[config.mk]
export PLATFORM = sky130hd
export DESIGN_NAME = ffo_device_flat
export DESIGN_NICKNAME = d
export VERILOG_FILES = /design/src/core/ffo_pkg.sv /design/src/core/ffo_if.sv /design/src/core/ffo_flag_gen.sv /design/src/core/ffo_device.sv /design/src/flat_wrapper.sv
export SDC_FILE = /design/constraint.sdc
export NUM_CORES = 1
export LEC_CHECK = 0
export BUFFER_PORTS_ARGS = -buffer_cell sky130_fd_sc_hd__buf_4
export CAP_MARGIN = 10
export CORE_ASPECT_RATIO = 2
export CORE_MARGIN = 2
export CORE_UTILIZATION = 30
export CTS_BUF_LIST = sky130_fd_sc_hd__clkbuf_4 sky130_fd_sc_hd__clkbuf_8
export CTS_CLUSTER_SIZE = 20
export DETAILED_ROUTE_END_ITERATION = 10
export PLACE_DENSITY_LB_ADDON = 0.08
export SLEW_MARGIN = 20
export SYNTH_ARGS = -nofsm -noshare
export SYNTH_HDL_FRONTEND = slang
export SYNTH_SLANG_ARGS = --single-unit
[constraint.sdc]
create_clock -name pclk -period 3.2 [get_ports pclk]
set_input_delay 0.8 -clock pclk [delete_from_list [all_inputs] [get_ports pclk]]
set_output_delay 0.8 -clock pclk [all_outputs]
set_load 0.005 [all_outputs]
[src/core/ffo_pkg.sv]
// Constants shared by both ends of the flag offset link and the flag generator.
// Assumes one clock, pclk at 250 MHz, for both ends.
package ffo_pkg;

  localparam int DATA_W = 18;
  localparam int OFS_W = 13;
  localparam int CNT_W = 14;
  localparam int SER_BITS = 26;
  localparam int SER_CW = 5;

  // Word counts
  localparam logic [CNT_W-1:0] CAP_STD = 14'h2000;
  localparam logic [CNT_W-1:0] CAP_FT = 14'h2001;
  localparam logic [CNT_W-1:0] HALF_STD = 14'h1001;
  localparam logic [CNT_W-1:0] HALF_FT = 14'h1002;

  // Offset defaults
  localparam logic [OFS_W-1:0] OFS_SER_DEF = 13'h03FF;
  localparam logic [OFS_W-1:0] OFS_PAR_DEF = 13'h007F;

  // Master/partial reset pulse width
  localparam int CLK_PS = 4000;
  localparam int RST_NS = 10;
  localparam int RST_CYC = (RST_NS * 1000 + CLK_PS - 1) / CLK_PS;

  // Host register offsets
  localparam logic [7:0] A_CMD = 8'h00;
  localparam logic [7:0] A_WDATA = 8'h04;
  localparam logic [7:0] A_SER = 8'h08;
  localparam logic [7:0] A_RDATA = 8'h0C;
  localparam logic [7:0] A_FLAGS = 8'h10;
  localparam logic [7:0] A_IRQ = 8'h14;
  localparam logic [7:0] A_MASK = 8'h18;
  localparam logic [7:0] A_CFG = 8'h1C;

  // Host commands
  localparam logic [2:0] C_MRS = 3'h1;
  localparam logic [2:0] C_PRS = 3'h2;
  localparam logic [2:0] C_OWR = 3'h3;
  localparam logic [2:0] C_ORD = 3'h4;
  localparam logic [2:0] C_SER = 3'h5;
  localparam logic [2:0] C_MWR = 3'h6;
  localparam logic [2:0] C_MRD = 3'h7;

  // Interrupt bits
  localparam int IRQ_W = 3;
  localparam int I_DONE = 0;
  localparam int I_AF = 1;
  localparam int I_AE = 2;

  typedef enum logic [2:0] {
    H_IDLE = 3'b000,
    H_RST = 3'b001,
    H_DRIVE = 3'b010,
    H_SHIFT = 3'b011,
    H_CAPT = 3'b100
  } ffo_hstate_t;

endpackage

[src/core/ffo_if.sv]
// Pins between the host logic and the flag offset device.
// Assumes both ends run on the same pclk.
`timescale 1ns/1ps
interface ffo_if;
  import ffo_pkg::*;
  logic mrs_n;
  logic prs_n;
  logic load_select_n;
  logic wen_n;
  logic ren_n;
  logic serial_load_enable_n;
  logic fall_through_select_serial_in;
  logic [DATA_W-1:0] d;
  logic [DATA_W-1:0] q;
  logic empty_flag_n;
  logic full_flag_n;
  logic almost_empty_flag_n;
  logic almost_full_flag_n;
  logic half_full_flag_n;

  modport dev (
    input mrs_n, prs_n, load_select_n, wen_n, ren_n, serial_load_enable_n,
    input fall_through_select_serial_in, d,
    output q, empty_flag_n, full_flag_n, almost_empty_flag_n,
    output almost_full_flag_n, half_full_flag_n
  );

  modport host (
    output mrs_n, prs_n, load_select_n, wen_n, ren_n, serial_load_enable_n,
    output fall_through_select_serial_in, d,
    input q, empty_flag_n, full_flag_n, almost_empty_flag_n,
    input almost_full_flag_n, half_full_flag_n
  );
endinterface

[src/core/ffo_flag_gen.sv]
// Combinational status flags from word count and offsets.
// Assumes count never exceeds the capacity of the selected mode.
`timescale 1ns/1ps
module ffo_flag_gen
  import ffo_pkg::*;
(
  input wire logic fall_through_mode,
  input wire logic [CNT_W-1:0] count,
  input wire logic [OFS_W-1:0] ofs_e,
  input wire logic [OFS_W-1:0] ofs_f,
  output logic ef_n,
  output logic ff_n,
  output logic pae_n,
  output logic hf_n,
  output logic paf_n
);
  wire [CNT_W-1:0] cap = fall_through_mode ? CAP_FT : CAP_STD;
  wire [CNT_W-1:0] n_ext = {1'b0, ofs_e};
  wire [CNT_W-1:0] ae_thr = fall_through_mode ? CNT_W'(n_ext + 14'h0001) : n_ext;
  wire [CNT_W-1:0] af_thr = CNT_W'(cap - {1'b0, ofs_f});
  wire [CNT_W-1:0] hf_thr = fall_through_mode ? HALF_FT : HALF_STD;

  // [RULE_06] standard empty and full
  // [RULE_08] fall-through ready pins
  assign ef_n = fall_through_mode ? (count == 14'h0000) : (count != 14'h0000);
  assign ff_n = fall_through_mode ? (count == cap) : (count != cap);
  // [RULE_07] standard partial flags
  // [RULE_09] fall-through partial flags
  assign pae_n = count > ae_thr;
  assign hf_n = count < hf_thr;
  assign paf_n = count < af_thr;
endmodule // ffo_flag_gen

[src/core/ffo_device.sv]
// Flag offset registers, offset programming and status flags of the FIFO.
// Assumes the host drives the pins synchronous to pclk; one pclk edge stands
// for one write-clock and one read-clock edge.
//
// What this block does
// [RULE_01] Load pin latched only at master reset
// [RULE_02] Serial selection presets both offsets to 3FF
// [RULE_03] Parallel selection presets both offsets to 07F
// [RULE_04] Offsets read back in parallel, any method
// [RULE_05] Offsets reprogrammable any time after reset
// [RULE_06] Standard empty and full flag levels
// [RULE_07] Standard almost-empty, half, almost-full thresholds
// [RULE_08] Fall-through output-ready and input-ready levels
// [RULE_09] Fall-through partial flag thresholds, shifted one
// [RULE_10] Parallel offset write, empty then full
// [RULE_11] Parallel offset read, empty then full
// [RULE_12] Serial shift one bit per edge, 26 bits
// [RULE_13] Serial order empty LSB to full MSB
// [RULE_14] Same control encoding in both timing modes
// [RULE_15] Timing mode sampled at master reset
// [RULE_16] Offset pointers alternate empty and full
// [RULE_17] Master reset homes pointers, partial keeps
// [RULE_18] Memory access with load high, else idle
`timescale 1ns/1ps
module ffo_device
  import ffo_pkg::*;
(
  input wire logic pclk,
  input wire logic presetn,
  ffo_if.dev link,
  output logic serial_mode,
  output logic fall_through_mode_mode,
  output logic [CNT_W-1:0] word_count,
  output logic [OFS_W-1:0] empty_offset,
  output logic [OFS_W-1:0] full_offset,
  output logic offsets_valid
);

  ////////////////////////////////////////////////////////////////////////////
  // Pin decode

  logic wptr;
  logic rptr;
  logic [SER_CW-1:0] ser_cnt;
  logic [DATA_W-1:0] q_reg;

  wire mrs = !link.mrs_n;
  wire prs = !link.prs_n;
  wire ld_n = link.load_select_n;
  wire we_n = link.wen_n;
  wire re_n = link.ren_n;
  wire sen_n = link.serial_load_enable_n;
  wire si = link.fall_through_select_serial_in;
  wire any_rst = mrs | prs;

  // [RULE_14] one decode for both timing modes
  // [RULE_10] parallel write encoding
  wire op_owr = !ld_n && !we_n && re_n && sen_n && !serial_mode && !any_rst;
  // [RULE_11] parallel read encoding
  // [RULE_04] readback allowed in either method
  wire op_ord = !ld_n && we_n && !re_n && sen_n && !any_rst;
  // [RULE_12] serial shift encoding
  wire op_ser = !ld_n && we_n && re_n && !sen_n && serial_mode && !any_rst;

  // [RULE_18] memory access only with load high
  wire [CNT_W-1:0] cap = fall_through_mode_mode ? CAP_FT : CAP_STD;
  wire mem_wr = ld_n && !we_n && (word_count != cap) && !any_rst;
  wire mem_rd = ld_n && !re_n && (word_count != 14'h0000) && !any_rst;

  // [RULE_13] new bit enters at full MSB, first bit ends at empty LSB
  wire [2*OFS_W-1:0] ser_next = {si, full_offset, empty_offset[OFS_W-1:1]};

  wire [OFS_W-1:0] rd_sel = rptr ? full_offset : empty_offset;
  wire [CNT_W-1:0] next_count =
    CNT_W'(word_count + {13'h0000, mem_wr} - {13'h0000, mem_rd});
  wire ser_last = (ser_cnt == SER_CW'(SER_BITS - 1));

  ////////////////////////////////////////////////////////////////////////////
  // Mode straps

  always_ff @(posedge pclk or negedge presetn) begin
    if (!presetn) begin
      serial_mode <= 1'b0;
      fall_through_mode_mode <= 1'b0;
    end else if (mrs) begin
      // [RULE_01] load method caught only in master reset
      serial_mode <= ld_n;
      // [RULE_15] timing mode caught in master reset
      fall_through_mode_mode <= si;
    end
  end

  ////////////////////////////////////////////////////////////////////////////
  // Offset registers

  always_ff @(posedge pclk or negedge presetn) begin
    if (!presetn) begin
      empty_offset <= OFS_PAR_DEF;
      full_offset <= OFS_PAR_DEF;
    end else if (mrs) begin
      // [RULE_02] serial defaults
      // [RULE_03] parallel defaults
      empty_offset <= ld_n ? OFS_SER_DEF : OFS_PAR_DEF;
      full_offset <= ld_n ? OFS_SER_DEF : OFS_PAR_DEF;
    end else if (op_owr) begin
      // [RULE_05] reprogramming at any time
      if (!wptr) begin
        empty_offset <= link.d[OFS_W-1:0];
      end else begin
        full_offset <= link.d[OFS_W-1:0];
      end
    end else if (op_ser) begin
      // [RULE_12] one bit per edge
      {full_offset, empty_offset} <= ser_next;
    end
  end

  ////////////////////////////////////////////////////////////////////////////
  // Offset pointers

  always_ff @(posedge pclk or negedge presetn) begin
    if (!presetn) begin
      wptr <= 1'b0;
    end else if (mrs) begin
      // [RULE_17] master reset homes write pointer
      wptr <= 1'b0;
    end else if (op_owr) begin
      // [RULE_16] alternate write target
      wptr <= !wptr;
    end
  end

  always_ff @(posedge pclk or negedge presetn) begin
    if (!presetn) begin
      rptr <= 1'b0;
    end else if (mrs) begin
      // [RULE_17] master reset homes read pointer
      rptr <= 1'b0;
    end else if (op_ord) begin
      // [RULE_16] alternate read source
      rptr <= !rptr;
    end
  end

  ////////////////////////////////////////////////////////////////////////////
  // Serial progress

  always_ff @(posedge pclk or negedge presetn) begin
    if (!presetn) begin
      ser_cnt <= '0;
    end else if (mrs) begin
      ser_cnt <= '0;
    end else if (op_ser) begin
      ser_cnt <= ser_last ? '0 : SER_CW'(ser_cnt + 5'h01);
    end
  end

  always_ff @(posedge pclk or negedge presetn) begin
    if (!presetn) begin
      offsets_valid <= 1'b1;
    end else if (mrs) begin
      offsets_valid <= 1'b1;
    end else if (op_ser) begin
      offsets_valid <= ser_last;
    end
  end

  ////////////////////////////////////////////////////////////////////////////
  // Offset readback onto data outputs

  always_ff @(posedge pclk or negedge presetn) begin
    if (!presetn) begin
      q_reg <= '0;
    end else if (op_ord) begin
      // [RULE_11] empty then full on read edges
      q_reg <= {{(DATA_W - OFS_W){1'b0}}, rd_sel};
    end
  end

  assign link.q = q_reg;

  ////////////////////////////////////////////////////////////////////////////
  // Word count

  always_ff @(posedge pclk or negedge presetn) begin
    if (!presetn) begin
      word_count <= '0;
    end else if (any_rst) begin
      word_count <= '0;
    end else begin
      // [RULE_18] memory write and read
      word_count <= next_count;
    end
  end

  ////////////////////////////////////////////////////////////////////////////
  // Status flags

  logic c_ef_n;
  logic c_ff_n;
  logic c_pae_n;
  logic c_hf_n;
  logic c_paf_n;
  logic ef_s1;
  logic ff_s1;
  logic ef_s2;
  logic ff_s2;
  logic pae_r;
  logic hf_r;
  logic paf_r;

  ffo_flag_gen u_flags (
    .fall_through_mode(fall_through_mode_mode),
    .count(word_count),
    .ofs_e(empty_offset),
    .ofs_f(full_offset),
    .ef_n(c_ef_n),
    .ff_n(c_ff_n),
    .pae_n(c_pae_n),
    .hf_n(c_hf_n),
    .paf_n(c_paf_n)
  );

  // Empty and full pins are double registered
  always_ff @(posedge pclk or negedge presetn) begin
    if (!presetn) begin
      ef_s1 <= 1'b0;
      ff_s1 <= 1'b1;
      ef_s2 <= 1'b0;
      ff_s2 <= 1'b1;
    end else begin
      ef_s1 <= c_ef_n;
      ff_s1 <= c_ff_n;
      ef_s2 <= ef_s1;
      ff_s2 <= ff_s1;
    end
  end

  // Almost-empty and almost-full flags held inactive while a serial load is incomplete; half flag not held
  always_ff @(posedge pclk or negedge presetn) begin
    if (!presetn) begin
      pae_r <= 1'b0;
      hf_r <= 1'b1;
      paf_r <= 1'b1;
    end else begin
      pae_r <= offsets_valid ? c_pae_n : 1'b1;
      hf_r <= c_hf_n;
      paf_r <= offsets_valid ? c_paf_n : 1'b1;
    end
  end

  // [RULE_06] empty and full outputs
  // [RULE_08] output-ready and input-ready on the same pins
  assign link.empty_flag_n = ef_s2;
  assign link.full_flag_n = ff_s2;
  // [RULE_07] partial flag outputs
  // [RULE_09] same pins in fall-through mode
  assign link.almost_empty_flag_n = pae_r;
  assign link.half_full_flag_n = hf_r;
  assign link.almost_full_flag_n = paf_r;

endmodule // ffo_device

[src/flat_wrapper.sv]
// flat-port wrapper written by rule: the top's interface ports become plain ports
module ffo_device_flat import ffo_pkg::*;
  (pclk, presetn, serial_mode, fall_through_mode_mode, word_count, empty_offset, full_offset, offsets_valid, link_mrs_n, link_prs_n, link_load_select_n, link_wen_n, link_ren_n, link_serial_load_enable_n, link_fall_through_select_serial_in, link_d, link_q, link_empty_flag_n, link_full_flag_n, link_almost_empty_flag_n, link_almost_full_flag_n, link_half_full_flag_n);
  ffo_if link_i ();
  input wire logic pclk;
  input wire logic presetn;
  output logic serial_mode;
  output logic fall_through_mode_mode;
  output logic [CNT_W-1:0] word_count;
  output logic [OFS_W-1:0] empty_offset;
  output logic [OFS_W-1:0] full_offset;
  output logic offsets_valid;
  input wire logic [$bits(link_i.mrs_n)-1:0] link_mrs_n;
  input wire logic [$bits(link_i.prs_n)-1:0] link_prs_n;
  input wire logic [$bits(link_i.load_select_n)-1:0] link_load_select_n;
  input wire logic [$bits(link_i.wen_n)-1:0] link_wen_n;
  input wire logic [$bits(link_i.ren_n)-1:0] link_ren_n;
  input wire logic [$bits(link_i.serial_load_enable_n)-1:0] link_serial_load_enable_n;
  input wire logic [$bits(link_i.fall_through_select_serial_in)-1:0] link_fall_through_select_serial_in;
  input wire logic [$bits(link_i.d)-1:0] link_d;
  output wire logic [$bits(link_i.q)-1:0] link_q;
  output wire logic [$bits(link_i.empty_flag_n)-1:0] link_empty_flag_n;
  output wire logic [$bits(link_i.full_flag_n)-1:0] link_full_flag_n;
  output wire logic [$bits(link_i.almost_empty_flag_n)-1:0] link_almost_empty_flag_n;
  output wire logic [$bits(link_i.almost_full_flag_n)-1:0] link_almost_full_flag_n;
  output wire logic [$bits(link_i.half_full_flag_n)-1:0] link_half_full_flag_n;
  assign link_i.mrs_n = link_mrs_n;
  assign link_i.prs_n = link_prs_n;
  assign link_i.load_select_n = link_load_select_n;
  assign link_i.wen_n = link_wen_n;
  assign link_i.ren_n = link_ren_n;
  assign link_i.serial_load_enable_n = link_serial_load_enable_n;
  assign link_i.fall_through_select_serial_in = link_fall_through_select_serial_in;
  assign link_i.d = link_d;
  assign link_q = link_i.q;
  assign link_empty_flag_n = link_i.empty_flag_n;
  assign link_full_flag_n = link_i.full_flag_n;
  assign link_almost_empty_flag_n = link_i.almost_empty_flag_n;
  assign link_almost_full_flag_n = link_i.almost_full_flag_n;
  assign link_half_full_flag_n = link_i.half_full_flag_n;
  ffo_device u_core (.pclk(pclk), .presetn(presetn), .link(link_i), .serial_mode(serial_mode), .fall_through_mode_mode(fall_through_mode_mode), .word_count(word_count), .empty_offset(empty_offset), .full_offset(full_offset), .offsets_valid(offsets_valid));
endmodule
### Yosys cells after proc, flatten, opt, wreduce, memory -nomap -nowiden

Index checks and enable logic that the tools add are counted.
Widths: inputs -> output; s select.

| word-level totals | value |
|---|---|
| flip-flop bits (word level) | 70 |
| input port bits | 27 |
| output and inout port bits | 66 |
| word-level logic and storage cells | 95 |

| cells by class | value |
|---|---|
| $add $sub $neg | 5 |
| $lt $le $gt $ge | 3 |
| equality and inequality tests | 9 |
| mux-type cells | 27 |
| bitwise gates (word level) | 1 |
| reductions and logical operators | 33 |

Operators by type and width:

| kind | count |
|---|---|
| $mux 13 | 9 |
| $mux 14 | 2 |
| $logic_and 1x1->1 | 19 |
| $mux 5 | 3 |
| $add 13x1->14 const B | 1 |
| $add 14x1->14 | 1 |
| $eq 14x14->1 | 1 |
| $gt 14x14->1 | 1 |
| $logic_not 14->1 | 1 |
| $lt 14x13->1 | 1 |
| $lt 14x14->1 | 1 |
| $ne 14x14->1 | 1 |
| $reduce_bool 14->1 | 1 |
| $sub 14x1->14 | 1 |
| $sub 14x13->14 | 1 |
| $mux 1 | 11 |
| $logic_not 1->1 | 10 |
| $mux 10 | 1 |
| $ne 2x1->1 const B | 3 |
| $add 5x1->5 const B | 1 |
| $eq 5x5->1 const B | 1 |
| $reduce_and 2->1 | 2 |
| $ne 3x1->1 const B | 1 |
| $ne 3x2->1 const B | 1 |
| 3 further kinds | 3 |

### Depth between registers and ports, before layout

Gate-level depths: netlist (run 1).

| logic depth | value |
|---|---|
| depth after elaboration | 9 |
| depth in mapped cells | 15 |

### Hierarchy

From an unflattened synthesis (run 1), not the netlist that was laid out.

| unflattened totals | value |
|---|---|
| cell total of the unflattened synthesis | 545 |
| area total of the unflattened synthesis | 5039.8 sq um |

By module, submodules not included:

| module | instances | cells an instance | area each (sq um) | seq. area each (sq um) |
|---|---|---|---|---|
| ffo_device | 1 | 388 | 3861.2 | 1775.5 |
| ffo_flag_gen | 1 | 157 | 1178.6 | 0.0 |

### Least setup slack after synthesis (run 1)

OpenSTA, ideal clock, no wires.

| timing | value |
|---|---|
| path kind | reg2reg |
| start | register u_core.word_count[10] |
| end | register u_core.word_count[12] |
| library setup time | 80 ps |
| data arrival time | 3173 ps |
| data required time | 3120 ps |
| setup slack | -53 ps |
| stages on the path, launching flop included | 16 |
| buffers on the path | 0 |
| clock period less this slack | 3253 ps |
| cells stage by stage | dfrtp_1 -> inv_1 -> ha_1 -> and4_1 -> nand3_1 -> nor3b_1 -> nor3_1 -> ha_1 -> inv_1 -> ha_1 -> fa_1 -> a21o_1 -> a21o_1 -> a41o_1 -> or3_1 -> a21oi_1 |

| on the way | value |
|---|---|
| cells in the longest elaborated chain, start to end | 6 |

RTL lines:

| item | line | RTL |
|---|---|---|
| start: declaration | ffo_device.sv:33 | `output logic [CNT_W-1:0] word_count,` |
| start signal: assignment | ffo_device.sv:192 | `word_count <= next_count;` |
| $ne 14x14->1 | ffo_device.sv:67 | `wire mem_wr = ld_n && !we_n && (word_count != cap) && !any_rst;` |
| $logic_and 1x1->1 (2 in series) | ffo_device.sv:67 |  |
| $add 14x1->14 | ffo_device.sv:75 | `CNT_W'(word_count + {13'h0000, mem_wr} - {13'h0000, mem_rd});` |
| $sub 14x1->14 * | ffo_device.sv:75 |  |
| $mux 14 * | ffo_device.sv:188 | `end else if (any_rst) begin` |

Every way passes the cells marked *; elsewhere a longest branch is shown, timed or not.
A chain may end at the register's enable or synchronous reset.

### Worst setup path after layout (run 1)

| timing | value |
|---|---|
| start | register u_core.word_count[9] |
| end | register u_core.word_count[12] |

The elaborated chain is that of the path after synthesis.

==> flow_summary.yaml, run 1 <==
critical_path:
  crit_arrival_ns: 3.59
  rrSetupSlack_ns: -0.1
  crit_required_ns: 3.49
  crit_fanout: 3
  worstReg2RegEnd: "u_core.word_count[12]$_DFF_PN0_"
  start_kind: "register"
  r2r_cells: 15
  endpoint_kind: "register"
  r2r-start: "u_core.word_count[9]$_DFF_PN0_"
  cp-endpoint: "u_core.word_count[12]$_DFF_PN0_"
  path_class: "register to register"
  cp-startpoint: "u_core.word_count[9]$_DFF_PN0_"
logic_synthesis:
  synth_fa_ha_area_share_pct: 14.9
  synth-xor-area-share_pct: 5.18
  muxShareOfSynthArea_pct: 5.92
  syn_area_um2: 5070
  avgSynthCellArea_um2: 9.12
  synth_compound_area_share_pct: 17.0
  synthSimpleGateAreaFrac_pct: 15.5
  synth_seq_cells: 70
  yosysWarnings: 0
  ys_seq_area_share_pct: 35.0
  ys.flop_type: "dfrtp_1"
  ys_types: 55
  synthArstFlopShare_pct: 100
  synth_edf_count: 0
  syn_inst: 556
  synth_top_family_by_area: "compound AO/OA/AOI/OAI gates"
timing:
  final_hold_viol_count: 0
  setup_slack_ns: -0.0961
  fin_skew_ns: 0.00949
  tightest_slew_ns: 0.988
  fin_crit_sh_pct: 103
  rsz0062_at_grt: "yes"
  slew_headroom_pct: 34.1
  max_freq_ghz: 0.303
  layout_min_cycle_time_ns: 3.30
  setup_viol: 2
  slew_viol_final: 0
power_and_ir_drop:
  p_sw_share_pct: 37.0
  pwr-share-comb_pct: 49.7
  p_per_area_nw_per_um2: 656
  internal_power_w: 0.00268
  p_clk_share_pct: 21.4
  p_leak_nw: 3.11
  switchingPower_w: 0.00158
  p_seq_share_pct: 28.9
  peakVddDrop_mv: 0.235
flow_run:
  cap_violations: 0
routing:
  first_iter_violations: 122
  drc: 0
  wl_per_cell_um: 17.3
  finalWirelength_um: 15300
  firstDrtPassIters: 4
  antenna_left: 0
  vias_per_cell: 4.97
  vias: 4403
clock_network:
  clk_latency_ns: 0.38
  numClockSinks: 70
  htreeDepth: 3
  cts_tree: "built"
  hold_buffers: 0
  cts-buffers-inserted: 9
  clk_pin_slew_worst_paths_ns: 0.08
  clockRootBuffer: "clkbuf_8"
  clockBufferDepth: 2
finish:
  final_design_area_no_fill_um2: 6490
  largest_reg_flops: 14
  utilization_pct: 38.9
  syn2layout_area_growth_pct: 27.9
  drive_gt1_share_pct: 29.5
  fin_cells: 886
  n_antenna_cell: 0
  nets: 761
  top_register: "u_core.word_count"
place:
  dp_hpwl_um: 11900
  gp_congestion: 0.844
  placed_cells: 864
  io_buffers: 82
  dpl_cell_area_um2: 6110
global_route:
  antenna_found_initial: 0
  track_usage_pct: 17.8
  grt_pass1_vias: 4611
  grt_pass1_wl_um: 24200
  gr-total-overflow: 0
  grt_max_degree: 71
floorplan:
  fp.dieArea_um2: 18000
  rows: 67
  floorplan.initialDensity_pct: 30.4
  io_pins: 93
  core-area_um2: 16700
  fp.dieH_um: 188
  fp.dieW_um: 95.9
hold_path:
  hp-start: "u_core.ff_s1$_DFF_PN1_"
  min_path_cells: 0
  hold_path_class: "register to register"
outcome:
  violations: "negative setup slack"
  status: "complete, but fails checks"
## power groups by stage
| stage | clock network (W) | logic (W) | registers [W] |
|---|---|---|---|
| 2_1_floorplan | 0 | 0.00115 | 0.00124 |
| 3_3_place_gp | 0 | 0.00195 | 0.00124 |
| 3_5_place_dp | 0 | 0.00198 | 0.00124 |
| 4_1_cts | 0.000940 | 0.00209 | 0.00123 |
| 5_1_grt | 0.000969 | 0.00235 | 0.00125 |
| 6_report | 0.000912 | 0.00212 | 0.00123 |
## per-stage QoR
stage,power [W],setup TNS (ns),worst slack (ns),hold slack [ns]
after detailed placement,0.00322,-0.630,-0.240,0.347
after global routing,0.00457,-0.707,-0.262,0.363
after global placement,0.00319,-0.575,-0.227,0.338
after floorplan,0.00238,0,0.0248,0.331
after CTS,0.00426,-0.286,-0.157,0.359
final,0.00426,-0.111,-0.0961,0.358
## per-layer routing
layer	vias up	share of wire (%)	GRT usage, %
met4	0	3.0	7.25
met3	23	2.4	2.41
met1	2132	37	19.3
met2	71	57	33.3
met5	-	0	0
li1	2177	-	-
## layout make-up
type / count / area [um2]
clock inverter: 6 / 111
timing repair buffer: 129 / 968
multi-input combinational: 422 / 3090
inverter: 42 / 158
tap: 207 / 259
fill: 1707 / 10200
clock buffer: 10 / 131
sequential: 70 / 1780
## cell families after synthesis
| family | Yosys count |
|---|---|
| AOI/OAI and AO/OA | 140 |
| xor gates and xnor gates | 30 |
| adders and majority gates | 60 |
| buffers and inverters | 68 |
| DFF | 70 |
| muxes | 28 |
| other | 1 |
| and+or+nand+nor | 159 |
## cells in the mapped netlist (all sizes together), types with 5 or more instances
library cell,count,share of area (%)
ha,59,15
a21oi,53,5.2
nand2,53,3.9
dfrtp,51,25
inv,42,3.1
nor2,39,2.9
o21ai,38,4.3
mux2i,25,5.2
dfstp,19,9.8
xnor2,16,2.8
buf,15,2.5
o31ai,14,2.1
xor2,14,2.4
a21o,11,1.6
clkbuf,11,0.81
nand3,9,0.89
nor3,8,0.79
nand2b,7,0.86
nand4,7,0.86
and3,6,0.74
nor3b,6,0.99
nor2b,5,0.62
or3,5,0.62
## critical path, stage by stage (launching register included)
cell and delay [ns]:
dfrtp_1 0.41, inv_2 0.08, ha_4 0.12, and4_1 0.21
nand3_2 0.11, nor3b_4 0.26, nor3_2 0.06, ha_1 0.27
inv_1 0.04, ha_2 0.19, fa_2 0.35, a21o_1 0.20
a21o_1 0.22, a41o_1 0.25, or3_1 0.30, a21oi_1 0.14
## layout by cell type (no fill, tap or decap), types with 8 or more instances in the layout
master | netlist | layout
ha_1 | 59 | 54
clkbuf_8 | 0 | 9
dfrtp_1 | 51 | 51
dfstp_2 | 19 | 19
a21oi_1 | 53 | 50
nor2_1 | 39 | 38
buf_4 | 6 | 129
o21ai_0 | 31 | 30
o31ai_1 | 14 | 14
nand2_1 | 53 | 53
a21o_1 | 11 | 11
mux2i_1 | 24 | 24
xnor2_1 | 16 | 16
inv_1 | 42 | 36
nand3_1 | 9 | 8
xor2_1 | 14 | 14
## how the worst min path moves through the flow
stage,slack [ns],endpoint
after floorplan,0.33,u_core.link.empty_flag_n$_DFF_PN0_
after global placement,0.34,u_core.link.empty_flag_n$_DFF_PN0_
after detailed placement,0.35,u_core.link.full_flag_n$_DFF_PN1_
after CTS,0.36,u_core.link.full_flag_n$_DFF_PN1_
after global routing,0.36,u_core.link.full_flag_n$_DFF_PN1_
final,0.36,u_core.link.full_flag_n$_DFF_PN1_
## repair_timing
item | 4_1_cts | 5_1_grt
endpoints found under the setup margin | 5 | 6
pin swaps | 7 | 8
buffers inserted | 2 | 4
resized for setup | 18 | 7
No activity file was read; power rests on OpenSTA's default activity.
==> run 2: changes to the inputs <==
- CORE_UTILIZATION: 30 -> 25
==> flow_summary.yaml, run 2 (synthesized netlist as in run 1, its figures left out) <==
floorplan:
  rows: 73
  floorplan.initialDensity_pct: 25.5
  fp.dieW_um: 105
  io_pins: 93
  fp.dieH_um: 205
  core-area_um2: 19900
  fp.dieArea_um2: 21500
timing:
  setup_slack_ns: -0.0333
  final_hold_viol_count: 0
  slew_viol_final: 0
  fin_setup_tns_ns: -0.0333
  max_freq_ghz: 0.309
  tightest_slew_ns: 0.886
  fin_skew_ns: 0.0158
  fin_crit_sh_pct: 101
  rsz0062_at_grt: "yes"
  slew_headroom_pct: 40.9
  setup_viol: 1
  layout_min_cycle_time_ns: 3.23
clock_network:
  cts_tree: "built"
  cts-buffers-inserted: 9
  htreeDepth: 3
  clockBufferDepth: 2
  clk_pin_slew_worst_paths_ns: 0.08
  clk_latency_ns: 0.38
  numClockSinks: 70
  clockRootBuffer: "clkbuf_8"
global_route:
  grt_pass1_wl_um: 25700
  grt_max_degree: 71
  grt_pass1_vias: 4568
  track_usage_pct: 15.7
  antenna_found_initial: 0
  gr-total-overflow: 0
critical_path:
  endpoint_kind: "register"
  crit_required_ns: 3.50
  crit_slowest_cell: "dfrtp_1"
  path_class: "register to register"
  crit_top_cell: "a21o_1"
  critPathTopFamily: "simple AND/OR/NAND/NOR gates"
  rrSetupSlack_ns: -0.03
  critPathBufInv: 2
  crit_arrival_ns: 3.54
  path_depth: 15
  crit_fanout: 2
  worstReg2RegEnd: "u_core.word_count[12]$_DFF_PN0_"
  start_kind: "register"
  crit_chain: "inv_2 -> ha_4 -> and4_1 -> nand3_2 -> nor3b_4 -> nor3_2 -> ha_1 -> inv_1 -> ha_2 -> fa_2 -> a21o_1 -> a21o_1 -> a41o_1 -> or3_1 -> a21oi_2"
  cp_slowest_stage_delay_ns: 0.39
  r2r_cells: 15
  cp-endpoint: "u_core.word_count[12]$_DFF_PN0_"
  r2r-start: "u_core.word_count[10]$_DFF_PN0_"
  cp-startpoint: "u_core.word_count[10]$_DFF_PN0_"
finish:
  top_register: "u_core.word_count"
  drive_gt1_share_pct: 29.0
  final_design_area_no_fill_um2: 6510
  final_common_cell: "buf_4"
  utilization_pct: 32.7
  syn2layout_area_growth_pct: 28.4
  layout_common_cells: "125 x buf_4, 54 x ha_1, 53 x nand2_1"
  fin_cells: 938
  largest_reg_flops: 14
  nets: 758
  n_antenna_cell: 0
place:
  gp_congestion: 0.801
  dp_hpwl_um: 12600
  placed_cells: 919
  io_buffers: 82
  dpl_cell_area_um2: 6180
outcome:
  status: "complete, but fails checks"
  violations: "negative setup slack"
hold_path:
  hold_path_class: "register to register"
routing:
  finalWirelength_um: 16500
  route.met2.wl_um: 9500
  drc: 0
  first_iter_violations: 120
  vias_per_cell: 4.70
  antenna_left: 0
  wirelength_met1_um: 6090
  firstDrtPassIters: 4
  wl_per_cell_um: 17.6
  topRoutingLayerUsed: "met4"
  vias: 4409
  route.met3.wl_um: 390
power_and_ir_drop:
  p_leak_nw: 3.09
  peakVddDrop_mv: 0.266
  p_per_area_nw_per_um2: 653
flow_run:
  cap_violations: 0
[run 2: stage by stage]
stage	worst slack [ns]	hold slack [ns]	power [W]
floorplan	0.0248	0.331	0.00238
global placement	-0.229	0.339	0.00323
detailed placement	-0.222	0.337	0.00326
CTS	-0.122	0.356	0.00428
global route	-0.229	0.358	0.00458
finish	-0.0333	0.352	0.00425
[run 2: where the power goes]
group / switching [W] / internal, W / leakage (nW)
Sequential: 0.000152 / 0.00107 / 0.854
Combinational: 0.00107 / 0.00109 / 2.12
Clock: 0.000398 / 0.000477 / 0.113
Total: 0.00162 / 0.00264 / 3.09
[run 2: cell type report]
cell class,instances,area [um2]
clock buffer,12,153
clock inverter,4,72.6
fill,2184,13400
inverter,42,158
multi-input combinational,422,3080
sequential,70,1780
tap,262,328
timing repair buffer,126,950
[run 2: what timing repair did]
action,in CTS,in global routing
setup endpoints to repair,7,7
pin swaps,4,7
gates resized for setup,13,10
buffers inserted,3,0
hold buffers,0,0
[run 2: how the worst min path moves through the flow]
stage	startpoint	endpoint	slack, ns	cells after the start
floorplan	u_core.ef_s1$_DFF_PN0_	u_core.link.empty_flag_n$_DFF_PN0_	0.33	0
global placement	u_core.ef_s1$_DFF_PN0_	u_core.link.empty_flag_n$_DFF_PN0_	0.34	0
detailed placement	u_core.ef_s1$_DFF_PN0_	u_core.link.empty_flag_n$_DFF_PN0_	0.34	0
CTS	u_core.ef_s1$_DFF_PN0_	u_core.link.empty_flag_n$_DFF_PN0_	0.36	0
global route	u_core.ef_s1$_DFF_PN0_	u_core.link.empty_flag_n$_DFF_PN0_	0.36	0
finish	u_core.ef_s1$_DFF_PN0_	u_core.link.empty_flag_n$_DFF_PN0_	0.35	0
[run 2: routing by layer]
layer	vias up	GRT usage, %
met3	25	1.52
met4	0	7.05
met1	2125	16.2
met2	89	31.4
li1	2170	-
met5	-	0
==> run 3: changes to the inputs <==
- CORE_ASPECT_RATIO: 2 -> not set
- CORE_UTILIZATION: 25 -> 50
- SKIP_CTS_REPAIR_TIMING: not set -> 1
==> flow_summary.yaml, run 3 (synthesized netlist as in run 1, its figures left out) <==
floorplan:
  floorplan.initialDensity_pct: 51.7
  io_pins: 93
  rows: 36
  fp.dieArea_um2: 11000
  fp.dieW_um: 105
  core-area_um2: 9820
  fp.dieH_um: 105
clock_network:
  cts-buffers-inserted: 9
  clk_latency_ns: 0.36
  htreeDepth: 3
  clk_pin_slew_worst_paths_ns: 0.08
  numClockSinks: 70
  clockRootBuffer: "clkbuf_8"
  clockBufferDepth: 2
  cts_tree: "built"
power_and_ir_drop:
  peakVddDrop_mv: 0.332
  p_per_area_nw_per_um2: 641
  p_leak_nw: 3.03
hold_path:
  hold_path_class: "register to register"
place:
  io_buffers: 82
  gp_congestion: 0.880
  dp_slack_ns: -0.137
  dp_hpwl_um: 9630
  placed_cells: 781
timing:
  layout_min_cycle_time_ns: 3.25
  fin_skew_ns: 0.0134
  tightest_slew_ns: 0.918
  rsz0062_at_grt: "yes"
  setup_viol: 2
  max_freq_ghz: 0.308
  whs_ns: 0.366
  final_hold_viol_count: 0
  slew_viol_final: 0
  setup_slack_ns: -0.0510
  fin_crit_sh_pct: 102
  slew_headroom_pct: 38.8
critical_path:
  crit_chain: "inv_2 -> ha_4 -> and4_1 -> nand3_2 -> nor3b_4 -> nor3_2 -> ha_1 -> inv_1 -> ha_2 -> fa_2 -> a21o_1 -> a21o_1 -> a41o_1 -> or3_1 -> a21oi_2"
  cp_slowest_stage_delay_ns: 0.40
  crit_arrival_ns: 3.53
  path_class: "register to register"
  endpoint_kind: "register"
  crit_fanout: 2
  crit_slowest_cell: "dfrtp_1"
  crit_top_cell: "a21o_1"
  start_kind: "register"
  crit_required_ns: 3.48
routing:
  vias: 4424
  first_iter_violations: 208
  wl_per_cell_um: 16.0
  antenna_left: 0
  drc: 0
  firstDrtPassIters: 6
  vias_per_cell: 5.53
  finalWirelength_um: 12800
finish:
  layout_common_cells: "117 x buf_4, 55 x ha_1, 53 x nand2_1"
  largest_reg_flops: 14
  syn2layout_area_growth_pct: 23.2
  n_antenna_cell: 0
  nets: 749
  final_common_cell: "buf_4"
  top_register: "u_core.word_count"
  drive_gt1_share_pct: 27.7
  fin_cells: 800
global_route:
  grt_pass1_wl_um: 21200
  grt_pass1_vias: 4361
  grt_max_degree: 71
  gr-total-overflow: 0
  track_usage_pct: 23.9
  antenna_found_initial: 0
outcome:
  status: "complete, but fails checks"
  violations: "negative setup slack"
flow_run:
  cap_violations: 0
==> run 3: through the flow <==
stage | util (%) | power (W) | setup TNS (ns) | area (um2)
after detailed placement | 60.6 | 0.00313 | -0.229 | 5950
final | 63.6 | 0.00401 | -0.0718 | 6250
after global placement | 60.6 | 0.00307 | -0.106 | 5950
after global routing | 63.6 | 0.00432 | -0.480 | 6250
after floorplan | - | 0.00238 | 0 | 5090
after CTS | 62.6 | 0.00390 | -0.347 | 6150
==> run 3: path summary, 6_finish.rpt <==
path	startpoint	to	slack, ns	cells past startpoint
setup reg to reg	u_core.word_count[10]$_DFF_PN0_	u_core.word_count[12]$_DFF_PN0_	-0.05	15
max in group asynchronous	presetn	u_core.word_count[0]$_DFF_PN0_	2.02	1
hold / removal	u_core.ef_s1$_DFF_PN0_	u_core.link.empty_flag_n$_DFF_PN0_	0.37	0
setup / recovery	u_core.word_count[10]$_DFF_PN0_	u_core.word_count[12]$_DFF_PN0_	-0.05	15
hold reg to reg	u_core.ef_s1$_DFF_PN0_	u_core.link.empty_flag_n$_DFF_PN0_	0.37	0
min in group asynchronous	presetn	u_core.word_count[11]$_DFF_PN0_	0.53	1
==> run 3: per-layer routing <==
metal  track usage, %  routed length [um]  vias up
met5                0                   0        -
li1                 -                   -     2160
met3             3.49                 564       16
met1             31.5                5910     2138
met4             8.19                 196        0
met2             40.3                6160      110
==> run 3: critical path: cells and delay by family, from the launching register on <==
family	cells	cell delay (ns)
adders and majority gates	4	0.99
DFF	1	0.40
buffers and inverters	2	0.12
AOI/OAI and AO/OA	4	0.74
and+or+nand+nor	5	0.92
==> run 3: layout make-up <==
cell class,count,area (um2)
multi-input cells,422,3070
fillers,869,3570
repair buffers,117,878
well taps,133,166
clock inverters,5,60.1
inverters,42,158
flip-flops and latches,70,1780
clock buffers,11,139
==> run 3: report_power, final <==
group	total, W	internal (W)	leakage [nW]	switching [W]
registers	0.00123	0.00107	0.854	0.000155
logic	0.00203	0.00105	2.08	0.000984
clock network	0.000747	0.000379	0.100	0.000368
